--- src/fllc_pkg.sv ---
// Package: register map, field layout, reset values and carriers of the loop control block
package fllc_pkg;

  // ****************************************
  // Register port
  // ****************************************
  localparam int unsigned ADDR_W = 7;
  localparam int unsigned DATA_W = 16;
  localparam logic [6:0] REG_PRIMARY_ADDR = 7'h08;
  localparam logic [6:0] REG_FRACTION_ADDR = 7'h09;
  localparam logic [6:0] REG_INTGAIN_ADDR = 7'h0A;

  // ****************************************
  // Field positions
  // ****************************************
  localparam int unsigned PREDIV_LSB = 11;
  localparam int unsigned OUTDIV_LSB = 8;
  localparam int unsigned RATE_LSB = 5;
  localparam int unsigned RATIO_LSB = 2;
  localparam int unsigned FRAC_BIT = 1;
  localparam int unsigned ENA_BIT = 0;
  localparam int unsigned N_LSB = 5;
  localparam int unsigned GAIN_LSB = 0;

  // ****************************************
  // Reset values
  // ****************************************
  localparam logic [12:0] PRIMARY_RST = 13'h0102;
  localparam logic [15:0] FRACTION_RST = 16'h3137;
  localparam logic [9:0] N_RST = 10'h008;
  localparam logic [3:0] GAIN_RST = 4'h4;

  // ****************************************
  // Loop arithmetic
  // ****************************************
  localparam logic [3:0] GAIN_MAX = 4'h8;
  localparam int unsigned ERR_SHIFT = 16;
  localparam logic [31:0] INC_INIT = 32'h1000_0000;

  // ****************************************
  // Carriers
  // ****************************************
  typedef struct packed {
    logic [1:0] ref_prediv;
    logic [2:0] vco_out_divider;
    logic [2:0] loop_control_rate;
    logic [2:0] vco_ratio_select;
    logic fractional_mode_en;
    logic loop_enable;
  } fllc_ctrl_t;

  typedef struct packed {
    logic [9:0] mult_integer;
    logic [15:0] mult_fraction;
    logic [3:0] loop_error_gain;
  } fllc_mult_t;

endpackage

--- src/fllc_core.sv ---
// Frequency locked loop control: registers, digital oscillator, loop filter, output divider
//
// Behaviour
// Reference input divided by 1, 2, 4 or 8 per ref_prediv bits 12:11.
// Software keeps divided reference at or below 13.5MHz.
// Oscillator divided by 2 to 256 per vco_out_divider bits 10:8, default 001.
// Control block runs at oscillator rate over one plus loop_control_rate.
// Ratio 1, 2, 4, 8 for codes 0 to 3, 16 when top bit set.
// Software picks vco_ratio_select from the divided reference frequency band.
// fractional_mode_en selects integer or fractional mode, default fractional.
// mult_fraction is unsigned fraction, top bit weighs one half, reset 3137h.
// Software may compute mult_fraction as fraction times 2^16.
// mult_integer in bits 14:5 of third register, weight one, default 008h.
// Loop error scaled by two to the loop_error_gain, codes up to 1000.
// Software keeps oscillator within 90 to 100 MHz.
// Software derives multiplier from output, divider, ratio and reference.
// Software avoids integer multipliers by changing ratio in fractional mode.
// Software uses output divide by two for 45 to 50 MHz output.
// Loop runs only while loop_enable is set.
// Software clears loop_enable before changing settings, sets it last.
// mult_fraction ignored while fractional_mode_en is clear.
// Output clock held low while loop_enable is clear.
`timescale 1ns/1ps
module fllc_core
  import fllc_pkg::*;
(
  // Clock and reset
  input wire logic i_mclk,
  input wire logic i_resetn,
  // Control register port
  input wire logic i_reg_wr,
  input wire logic i_reg_rd,
  input wire logic [ADDR_W-1:0] i_reg_addr,
  input wire logic [DATA_W-1:0] i_reg_wdata,
  output logic [DATA_W-1:0] o_reg_rdata,
  // Reference pin
  input wire logic i_mclk_ref,
  // Loop output toward system clock selection
  output logic o_fll_clk,
  output logic o_loop_active
);

  // ****************************************
  // Registers
  // ****************************************
  fllc_ctrl_t ctrl;
  fllc_mult_t mult;

  wire wr_primary = i_reg_wr && (i_reg_addr == REG_PRIMARY_ADDR);
  wire wr_fraction = i_reg_wr && (i_reg_addr == REG_FRACTION_ADDR);
  wire wr_intgain = i_reg_wr && (i_reg_addr == REG_INTGAIN_ADDR);
  wire [DATA_W-1:0] rd_primary = {3'h0, ctrl};
  wire [DATA_W-1:0] rd_intgain = {1'b0, mult.mult_integer, 1'b0, mult.loop_error_gain};
  logic [DATA_W-1:0] rd_mux;

  assign rd_mux = (i_reg_addr == REG_PRIMARY_ADDR) ? rd_primary :
                  (i_reg_addr == REG_FRACTION_ADDR) ? mult.mult_fraction :
                  (i_reg_addr == REG_INTGAIN_ADDR) ? rd_intgain : 16'h0000;

  always_ff @(posedge i_mclk or negedge i_resetn) begin
    if (!i_resetn) begin
      ctrl <= fllc_ctrl_t'(PRIMARY_RST);
      mult.mult_fraction <= FRACTION_RST;
      mult.mult_integer <= N_RST;
      mult.loop_error_gain <= GAIN_RST;
      o_reg_rdata <= 16'h0000;
    end else begin
      if (wr_primary) begin
        ctrl <= fllc_ctrl_t'(i_reg_wdata[PREDIV_LSB+1:ENA_BIT]);
      end
      if (wr_fraction) begin
        mult.mult_fraction <= i_reg_wdata;
      end
      if (wr_intgain) begin
        mult.mult_integer <= i_reg_wdata[N_LSB+9:N_LSB];
        mult.loop_error_gain <= i_reg_wdata[GAIN_LSB+3:GAIN_LSB];
      end
      if (i_reg_rd) begin
        o_reg_rdata <= rd_mux;
      end
    end
  end

  // ****************************************
  // Divided reference
  // ****************************************
  logic ref_tick;

  fllc_ref_tick u_ref_tick (
    .i_mclk(i_mclk),
    .i_resetn(i_resetn),
    .i_mclk_ref(i_mclk_ref),
    .i_enable(ctrl.loop_enable),
    .i_ref_prediv(ctrl.ref_prediv),
    .o_ref_tick(ref_tick)
  );

  // ****************************************
  // Target count per reference period
  // ****************************************
  function automatic logic [2:0] ratio_shift(input logic [2:0] code);
    ratio_shift = code[2] ? 3'd4 : {1'b0, code[1:0]};
  endfunction

  wire enable = ctrl.loop_enable;
  wire [2:0] shift = ratio_shift(ctrl.vco_ratio_select);
  wire [15:0] eff_k = ctrl.fractional_mode_en ? mult.mult_fraction : 16'h0000;
  wire [25:0] nk = {mult.mult_integer, eff_k};
  wire [29:0] target = 30'({4'h0, nk} << shift);
  wire [3:0] gain = (mult.loop_error_gain > GAIN_MAX) ? GAIN_MAX : mult.loop_error_gain;

  // ****************************************
  // Digital oscillator and measurement
  // ****************************************
  logic [31:0] phase;
  logic [31:0] inc;
  logic dco_tick;
  logic [15:0] meas;
  logic signed [33:0] err_pend;
  logic err_valid;
  logic [2:0] rate_cnt;

  wire [32:0] phase_sum = {1'b0, phase} + {1'b0, inc};
  wire signed [33:0] err_now = $signed({4'h0, target}) - $signed({2'b00, meas, 16'h0000});
  wire signed [41:0] err_gain = 42'(err_pend) <<< gain;
  wire signed [41:0] step = err_gain >>> ERR_SHIFT;
  wire ctrl_en = dco_tick && (rate_cnt == ctrl.loop_control_rate);
  wire upd = ctrl_en && err_valid;

  always_ff @(posedge i_mclk or negedge i_resetn) begin
    if (!i_resetn) begin
      phase <= 32'h0000_0000;
      dco_tick <= 1'b0;
    end else if (!enable) begin
      phase <= 32'h0000_0000;
      dco_tick <= 1'b0;
    end else begin
      phase <= phase_sum[31:0];
      dco_tick <= phase_sum[32];
    end
  end

  always_ff @(posedge i_mclk or negedge i_resetn) begin
    if (!i_resetn) begin
      meas <= 16'h0000;
      err_pend <= 34'sh0;
      err_valid <= 1'b0;
    end else if (!enable) begin
      meas <= 16'h0000;
      err_pend <= 34'sh0;
      err_valid <= 1'b0;
    end else begin
      if (ref_tick) begin
        meas <= {15'h0000, dco_tick};
        err_pend <= err_now;
        err_valid <= 1'b1;
      end else begin
        if (dco_tick && meas != 16'hFFFF) begin
          meas <= meas + 16'h0001;
        end
        if (upd) begin
          err_valid <= 1'b0;
        end
      end
    end
  end

  // ****************************************
  // Loop control block, clocked by divided oscillator
  // ****************************************
  always_ff @(posedge i_mclk or negedge i_resetn) begin
    if (!i_resetn) begin
      rate_cnt <= 3'h0;
      inc <= INC_INIT;
    end else if (!enable) begin
      rate_cnt <= 3'h0;
      inc <= INC_INIT;
    end else begin
      if (ctrl_en) begin
        rate_cnt <= 3'h0;
      end else if (dco_tick) begin
        rate_cnt <= rate_cnt + 3'h1;
      end
      if (upd) begin
        inc <= inc + step[31:0];
      end
    end
  end

  // ****************************************
  // Output divider by 2 to 256
  // ****************************************
  logic [6:0] out_cnt;
  wire [6:0] out_last = 7'((8'd1 << ctrl.vco_out_divider) - 8'd1);

  always_ff @(posedge i_mclk or negedge i_resetn) begin
    if (!i_resetn) begin
      out_cnt <= 7'h00;
      o_fll_clk <= 1'b0;
      o_loop_active <= 1'b0;
    end else begin
      o_loop_active <= enable;
      if (!enable) begin
        out_cnt <= 7'h00;
        o_fll_clk <= 1'b0;
      end else if (dco_tick) begin
        if (out_cnt >= out_last) begin
          out_cnt <= 7'h00;
          o_fll_clk <= !o_fll_clk;
        end else begin
          out_cnt <= out_cnt + 7'h01;
        end
      end
    end
  end

  // ****************************************
  // Checks
  // ****************************************
  property p_out_off;
    @(posedge i_mclk) disable iff (!i_resetn)
    !enable |=> !o_fll_clk && !o_loop_active;
  endproperty
  a_out_off: assert property (p_out_off) else $error("output not held off");

  property p_out_on_tick;
    @(posedge i_mclk) disable iff (!i_resetn)
    (o_fll_clk != $past(o_fll_clk)) |-> $past(dco_tick) || !$past(enable);
  endproperty
  a_out_on_tick: assert property (p_out_on_tick) else $error("output moved without tick");

  property p_ratio16;
    @(posedge i_mclk) disable iff (!i_resetn)
    ctrl.vco_ratio_select[2] |-> target == 30'({4'h0, nk} << 4);
  endproperty
  a_ratio16: assert property (p_ratio16) else $error("ratio not 16");

  property p_int_mode;
    @(posedge i_mclk) disable iff (!i_resetn)
    !ctrl.fractional_mode_en |-> target == 30'({4'h0, mult.mult_integer, 16'h0000} << shift);
  endproperty
  a_int_mode: assert property (p_int_mode) else $error("fraction not ignored");

  property p_frac_write;
    @(posedge i_mclk) disable iff (!i_resetn)
    wr_fraction |=> mult.mult_fraction == $past(i_reg_wdata);
  endproperty
  a_frac_write: assert property (p_frac_write) else $error("fraction write lost");

  property p_intgain_read;
    @(posedge i_mclk) disable iff (!i_resetn)
    (i_reg_rd && i_reg_addr == REG_INTGAIN_ADDR && !i_reg_wr) |=>
      o_reg_rdata[14:5] == mult.mult_integer && o_reg_rdata[15] == 1'b0;
  endproperty
  a_intgain_read: assert property (p_intgain_read) else $error("integer readback wrong");

  property p_inc_only_ctrl;
    @(posedge i_mclk) disable iff (!i_resetn)
    $past(enable) && enable && (inc != $past(inc)) |-> $past(upd);
  endproperty
  a_inc_only_ctrl: assert property (p_inc_only_ctrl) else $error("loop update off rate");

  property p_gain_step;
    @(posedge i_mclk) disable iff (!i_resetn)
    upd && enable |=> inc == $past(inc) + $past(step[31:0]);
  endproperty
  a_gain_step: assert property (p_gain_step) else $error("gain step wrong");

  property p_disable_clear;
    @(posedge i_mclk) disable iff (!i_resetn)
    !enable |=> inc == INC_INIT && phase == 32'h0000_0000 && !dco_tick;
  endproperty
  a_disable_clear: assert property (p_disable_clear) else $error("loop ran while off");

endmodule

--- src/fllc_ref_tick.sv ---
// Reference pin synchroniser and reference pre-divider
`timescale 1ns/1ps
module fllc_ref_tick
  import fllc_pkg::*;
(
  // Clock and reset
  input wire logic i_mclk,
  input wire logic i_resetn,
  // Reference pin and control
  input wire logic i_mclk_ref,
  input wire logic i_enable,
  input wire logic [1:0] i_ref_prediv,
  // Divided reference
  output logic o_ref_tick
);

  // ****************************************
  // Synchroniser and edge detect
  // ****************************************
  logic sync1;
  logic sync2;
  logic sync3;
  logic level;
  logic [2:0] div_cnt;
  wire agree = (sync2 == sync3);
  wire rise = agree && sync2 && !level;
  wire [2:0] div_last = 3'((4'd1 << i_ref_prediv) - 4'd1);
  wire next_tick = i_enable && rise && (div_cnt == div_last);

  always_ff @(posedge i_mclk or negedge i_resetn) begin
    if (!i_resetn) begin
      sync1 <= 1'b0;
      sync2 <= 1'b0;
      sync3 <= 1'b0;
      level <= 1'b0;
    end else begin
      sync1 <= i_mclk_ref;
      sync2 <= sync1;
      sync3 <= sync2;
      if (agree) begin
        level <= sync2;
      end
    end
  end

  // ****************************************
  // Pre-divider by 1, 2, 4 or 8
  // ****************************************
  always_ff @(posedge i_mclk or negedge i_resetn) begin
    if (!i_resetn) begin
      div_cnt <= 3'h0;
      o_ref_tick <= 1'b0;
    end else begin
      o_ref_tick <= next_tick;
      if (!i_enable || next_tick) begin
        div_cnt <= 3'h0;
      end else if (rise) begin
        div_cnt <= div_cnt + 3'h1;
      end
    end
  end

  property p_prediv_tick;
    @(posedge i_mclk) disable iff (!i_resetn)
    (i_enable && rise && div_cnt == div_last) |=> o_ref_tick ##1 !o_ref_tick;
  endproperty
  a_prediv_tick: assert property (p_prediv_tick) else $error("prediv tick wrong");

endmodule

--- config.mk ---
export PLATFORM = sky130hd
export DESIGN_NAME = fllc_core
export DESIGN_NICKNAME = d
export VERILOG_FILES = /design/src/fllc_pkg.sv /design/src/fllc_core.sv /design/src/fllc_ref_tick.sv
export SDC_FILE = /design/constraint.sdc
export NUM_CORES = 1
export LEC_CHECK = 0
export BUFFER_PORTS_ARGS = -buffer_cell sky130_fd_sc_hd__buf_2
export CORE_MARGIN = 2
export CORE_UTILIZATION = 55
export CTS_CLUSTER_SIZE = 20
export DETAILED_ROUTE_END_ITERATION = 6
export GPL_ROUTABILITY_DRIVEN = 0
export PLACE_DENSITY = 0.72
export REMOVE_ABC_BUFFERS = 1
export SYNTH_ARGS = -nofsm -noshare
export SYNTH_HDL_FRONTEND = slang
export SYNTH_SLANG_ARGS = --single-unit
--- constraint.sdc ---
create_clock -name i_mclk -period 6.4 [get_ports i_mclk]
set_input_delay 0 -clock i_mclk [delete_from_list [all_inputs] [get_ports i_mclk]]
set_output_delay 0 -clock i_mclk [all_outputs]
set_load 0.02 [all_outputs]
==> out/qor.yml, run 1 <==
yosys:
  ys_seq_area_frac: 0.342
  synth_area_mm2: 0.0137
  synthTopCellsByArea: "dfrtp_1, ha_1, mux2i_1"
  synth_area_leader_cell: "dfrtp_1"
  yosysWarnings: 0
  synthFlopType: "dfrtp_1"
  ys_seq_elements: 186
  synthCells: 1556
  synth.distinct_cells: 72
  async_flop_share: 1.00
  synthDominantCellAreaShare: 0.317
  synth_edf_count: 0
  syn_avg_cell_area_um2: 8.77
drt:
  met3_length_mm: 1.11
  dr_wl_met2_mm: 15.6
  top_layer: "met4"
  via_count: 11321
  route.detailed.drc: 0
  wl_per_cell_um: 16.9
  drt-total-wl_mm: 32.2
  drt_iter0_drc: 837
  drtAntennaViolNets: 0
  wl_met1_mm: 15.1
  vias_per_cell: 5.93
  drt_first_pass_iters: 5
floorplanning:
  die_w_um: 162
  initial_core_util: 0.561
  rows: 57
  core_mm2: 0.0243
  dieArea_mm2: 0.0261
  num_io_pins: 46
  die_y_um: 162
sta:
  relSlewSlack: 0.238
  finalSetupTns_ns: 0
  period_share: 0.712
  hold_ws_ns: 0.0499
  drv_slew: 0
  worst_pin_slew_ns: 1.14
  fmax_mhz: 219
  setup_viol: 0
  rsz0062_at_grt: "false"
  final.min_clock_period_ns: 4.56
  clock_skew_ns: 0.0194
  setup_ws_ns: 1.84
  finalHoldViolCount: 0
placement:
  dp_slack_ns: 1.89
  dpl.hpwl_mm: 23.2
  dpl_cell_area_mm2: 0.0141
  io_buffers: 45
  dpl.cell_count: 1858
global_routing:
  grt_pass1_wl_mm: 54.3
  grt.total_usage: 0.253
  antenna_found_initial: 0
  grt_overflow: 0
  first_global_vias: 11041
  grt_max_degree: 70
outcome:
  status: "completed"
critical_path:
  worstSetupStartpoint: "ctrl[4]$_DFFE_PN0P_"
  reg2reg_slack_ns: 1.84
  cp.required_ns: 6.70
  criticalPathCategory: "register to register"
  crit-reg2reg-launch: "ctrl[4]$_DFFE_PN0P_"
  arrival_ns: 4.86
  cp-start-kind: "register"
  cp-end-kind: "register"
  path_max_fanout: 36
clock_tree:
  cts.repair.resized: 0
  cts_htree_levels: 4
  cts_root_buf: "clkbuf_16"
  cts_tree: "built"
  clk_pin_slew_ns: 0.09
  clock_path_buffers: 2
  cts_buffers: 17
  clock_sinks: 186
  clkLatencyLatePin_ns: 0.45
power_and_ir_drop:
  ir_drop_v: 0.000146
  power_mw: 2.78
  power_density_mw_per_mm2: 186
  p_sw_uw: 858
  cellInternalPower_mw: 1.92
  power_frac_seq: 0.453
  pwr-share-comb: 0.141
  p_leak_nw: 6.67
  p_clk_frac: 0.406
  swShare: 0.309
final_layout:
  final_nets: 1702
  fin_util: 0.613
  instances_no_fill: 1910
  layout-drive-gt1-share: 0.112
  diodes: 0
  synthToLayoutAreaGrowth_pct: 9.29
  stdcell_area_mm2: 0.0149
hold_path:
  hp-class: "primary input to register"
  hold_start: "i_reg_addr[2]"
flow_run:
  max_cap_viol_count: 0
-- cell usage after synthesis, drive strengths merged (29+ instances only) --
master,instances
o21ai,123
mux2i,95
inv,58
and2,29
xnor2,39
nor2,109
clkbuf,63
nor2b,36
ha,98
mux2,51
dfrtp,173
nand2,187
nand3,46
a21oi,100
-- cell usage in the layout (no fill, tap or decap), drive strengths merged, types with 15 or more instances in the layout --
cell type    count
nand2          187
dfrtp          173
o21ai          123
nor2           109
a21oi          100
ha              98
mux2i           95
inv             66
buf             56
mux2            51
nand3           46
xnor2           39
nor2b           36
and2            29
a21boi          26
a21o            26
xor2            25
dlygate4sd3     20
nor3            19
nand2b          18
clkbuf          18
o211ai          15
a211oi          15
-- power by group through the flow --
stage	registers (mW)	clock network, mW	logic, mW
6_report	1.26	1.13	0.393
5_1_grt	1.26	1.19	0.438
4_1_cts	1.26	1.15	0.392
3_5_place_dp	1.28	0	0.380
3_3_place_gp	1.28	0	0.371
2_1_floorplan	1.28	0	0.255
-- state kept, by name, indices dropped and copies added, names as in the netlist, 3 cells and up --
name	cells
ctrl	12
meas	16
phase	32
inc	32
err_pend	25
u_ref_tick.div_cnt	3
out_cnt	7
rate_cnt	3
o_reg_rdata	16
mult	30
-- cells by family after synthesis --
kind of cell | synth area share
compound gates | 0.188
xor+xnor | 0.0411
simple gates | 0.179
mux | 0.117
buf+inv | 0.0386
fa+ha+maj | 0.0942
flops | 0.342
-- layout make-up --
class / count / area (um^2)
clock buffer: 17 / 425
clock inverter: 15 / 211
fill: 2070 / 9400
inverter: 59 / 221
multi-input combinational: 1232 / 8460
sequential: 186 / 4670
tap: 324 / 405
timing repair buffer: 77 / 524
-- worst max-delay path, cell delays in order, from the launching register on --
cell	delay, ns
dfrtp_1	0.74
nor2b_1	1.04
nand2_1	0.11
a21boi_0	0.23
mux2i_1	0.11
nor2_1	0.10
a31o_2	0.13
ha_1	0.22
nor2b_1	0.13
o21ai_0	0.22
a21boi_0	0.19
o31ai_1	0.48
a21boi_0	0.24
a31oi_1	0.24
xor2_1	0.15
o21ai_0	0.08
-- what timing repair did --
action,in CTS,in global routing
setup buffers,0,0
hold buffers,20,0
hold endpoints to repair,114,0
-- per-layer routing --
metal	vias up	track usage
li1	5605	-
met1	5444	0.346
met2	247	0.429
met3	25	0.0334
met4	0	0.0597
met5	-	0
-- path summary, 6_finish.rpt --
path / end / cells past startpoint
setup / recovery: err_pend[25]$_DFFE_PN0P_ / 15
hold / removal: o_reg_rdata[13]$_DFFE_PN0P_ / 5
setup reg to reg: err_pend[25]$_DFFE_PN0P_ / 15
hold reg to reg: u_ref_tick.sync2$_DFF_PN0_ / 0
max in group asynchronous: enable$_DFFE_PN0P_ / 3
min in group asynchronous: phase[18]$_DFF_PN0_ / 2
(Power assumes the default switching activity.)
==> run 2, diff against run 1 <==
--- a/config.mk
+++ b/config.mk
@@ -11,7 +11,7 @@
 export CTS_CLUSTER_SIZE = 20
 export DETAILED_ROUTE_END_ITERATION = 6
 export GPL_ROUTABILITY_DRIVEN = 0
-export PLACE_DENSITY = 0.72
+export PLACE_DENSITY = 0.75
 export REMOVE_ABC_BUFFERS = 1
 export SYNTH_ARGS = -nofsm -noshare
 export SYNTH_HDL_FRONTEND = slang
==> constraint.sdc (replaced) <==
create_clock -name i_mclk -period 3.95 [get_ports i_mclk]
set_input_delay 0 -clock i_mclk [delete_from_list [all_inputs] [get_ports i_mclk]]
set_output_delay 0 -clock i_mclk [all_outputs]
set_load 0.02 [all_outputs]
==> out/qor.yml, run 2 (synthesis gave the netlist of run 1 again) <==
critical_path:
  cp_top_family: "compound AO/OA/AOI/OAI gates"
  cp_slowest_cell: "dfrtp_2"
  cp-start-kind: "register"
  crit_chain: "nor2b_4, buf_12, nor2b_1, a211oi_1, a21oi_2, mux2i_1, o21ai_0, ha_1, nor2_1, o21a_1, a2111oi_4, o211ai_1, buf_4, a31oi_4, a21oi_2, a211oi_2, mux2i_1"
  critPathBufInv: 2  # +2
  criticalPathCategory: "register to register"
  cp.required_ns: 4.34  # -2.36 ns
  path_max_fanout: 8  # -78%
  cpPeakStageDelay_ns: 0.45  # -0.59 ns
  cp-end-kind: "register"
  arrival_ns: 4.33  # -0.53 ns
outcome:
  status: "completed"
power_and_ir_drop:
  p_clk_frac: 0.407  # about the same
  power_frac_seq: 0.443  # -0.010
  power_mw: 4.58  # +65%
  power_density_mw_per_mm2: 298  # +60%
  cellInternalPower_mw: 3.16  # +64%
  swShare: 0.310  # +0.00165
  ir_drop_v: 0.000213  # +46%
  p_leak_nw: 6.85  # +2.8%
  p_sw_mw: 1.42  # +66%
  pwr-share-comb: 0.150  # +0.009
sta:
  finalHoldViolCount: 0  # unchanged
  rsz0062_at_grt: "true"
  relSlewSlack: 0.398  # +0.159
  setup_ws_ns: 0.00711  # -1.83 ns
  fmax_mhz: 254  # +16%
  final.min_clock_period_ns: 3.94  # -0.616 ns
  setup_viol: 0  # unchanged
  worst_pin_slew_ns: 0.901  # -0.239 ns
  clock_skew_ns: 0.0193  # -0.000104 ns
  drv_slew: 0  # unchanged
  period_share: 0.998  # +0.286
global_routing:
  antenna_found_initial: 0  # unchanged
  grt_overflow: 0  # unchanged
  grt_max_degree: 77  # +10%
  first_global_vias: 11028  # -0.12%
  grt.total_usage: 0.253  # about the same
  grt_pass1_wl_mm: 54.1  # -0.39%
final_layout:
  mostFrequentLayoutCell: "nand2_1"
  diodes: 0  # unchanged
  final_cell_mix: "nand2_1, dfrtp_1, o21ai_0, nor2_1, ha_1"
  instances_no_fill: 1941  # +1.6%
  synthToLayoutAreaGrowth_pct: 12.4
  stdcell_area_mm2: 0.0153  # +2.9%
  fin_util: 0.631  # +0.0175
  layout-drive-gt1-share: 0.140  # +0.0282
  final_nets: 1733  # +1.8%
  largest_registers: "inc x32, phase x32, mult x30"
drt:
  vias_per_cell: 5.96  # +0.61%
  drt_first_pass_iters: 7  # +2
  wl_per_cell_um: 17.0  # +0.45%
  drtAntennaViolNets: 0  # unchanged
  route.detailed.drc: 0  # unchanged
  via_count: 11575  # +2.2%
  drt-total-wl_mm: 32.9  # +2.1%
  drt_iter0_drc: 1017  # +22%
hold_path:
  hp-class: "primary input to register"
clock_tree:
  cts_htree_levels: 4  # unchanged
  clock_sinks: 186  # unchanged
  clkLatencyLatePin_ns: 0.46  # about the same
  cts_root_buf: "clkbuf_16"
  cts_buffers: 17  # unchanged
  clock_path_buffers: 2  # unchanged
  clk_pin_slew_ns: 0.09  # about the same
  cts_tree: "built"
floorplanning:
  die_y_um: 162  # unchanged
  rows: 57  # unchanged
  dieArea_mm2: 0.0261  # unchanged
  num_io_pins: 46  # unchanged
  die_w_um: 162  # unchanged
  core_mm2: 0.0243  # unchanged
  initial_core_util: 0.561  # unchanged
placement:
  dpl.hpwl_mm: 23.4  # +0.98%
  io_buffers: 45  # unchanged
  dp_slack_ns: -0.202  # -2.09 ns
  dpl.cell_count: 1874  # +0.86%
  dpl_cell_area_mm2: 0.0142  # +1.1%
flow_run:
  max_cap_viol_count: 0  # unchanged
==> run 2: cell types whose count changed in the layout (fill, tap and decap cells not counted), sizes merged <==
cell	previous run	this run
inv	66	68
dlygate4sd3	20	21
buf	56	84
clkinv	8	6
clkbuf	18	20
==> run 2: what timing repair did <==
| item | CTS | global route |
|---|---|---|
| cloned | 0 | 2 |
| hold buffers | 21 | 0 |
| pin swaps | 1 | 12 |
| resized for setup | 4 | 25 |
| setup endpoints to repair | 5 | 15 |
| setup buffers | 1 | 11 |
| hold endpoints to repair | 117 | 0 |
==> run 2: power groups by stage <==
stage,Combinational [mW],Sequential [mW],Clock (mW)
final,0.688,2.03,1.86
after global routing,0.758,2.04,1.97
after CTS,0.661,2.03,1.90
after detailed placement,0.643,2.06,0
after global placement,0.631,2.06,0
after floorplan,0.413,2.07,0
==> run 2: final timing paths <==
check	startpoint	to	slack, ns	cells after the start
max	mult[3]$_DFFE_PN0P_	inc[31]$_DFFE_PN0P_	0.007	17
min	i_reg_addr[2]	o_reg_rdata[13]$_DFFE_PN0P_	0.06	5
max reg2reg	mult[3]$_DFFE_PN0P_	inc[31]$_DFFE_PN0P_	0.007	17
min reg2reg	u_ref_tick.sync1$_DFF_PN0_	u_ref_tick.sync2$_DFF_PN0_	0.37	0
max in group asynchronous	i_resetn	mult[2]$_DFFE_PN1P_	2.89	3
min in group asynchronous	i_resetn	phase[23]$_DFF_PN0_	0.11	2
==> run 2: worst reg2reg max path, delay by kind of cell (launching register included) <==
| family | cells | cell delay (ns) |
|---|---|---|
| AOI/OAI and AO/OA | 9 | 1.97 |
| DFF | 1 | 0.45 |
| adders and majority gates | 1 | 0.40 |
| and+or+nand+nor | 3 | 0.35 |
| buffers and inverters | 2 | 0.35 |
| muxes | 2 | 0.35 |
==> run 2: routing by layer <==
layer	up-vias	track usage	part of all wire
met3	55	0.0326	0.038
met4	0	0.0808	0.020
met5	-	0	0
met1	5573	0.340	0.45
li1	5673	-	-
met2	274	0.426	0.49
==> run 2: final cells by class <==
type                    instances  area (um^2)
clock buffers                  17          425
repair buffers                108          832
flip-flops and latches        186         4670
multi-input cells            1232         8570
clock inverters                15          221
well taps                     324          405
fillers                      1977         8970
inverters                      59          221
==> run 2: through the flow <==
step / hold WS [ns] / setup TNS [ns]
floorplan: -0.296 / -32.03
global placement: 0.0526 / -0.0201
detailed placement: 0.0580 / -0.609
CTS: 0.0334 / 0
global route: 0.0819 / -1.38
finish: 0.0553 / 0
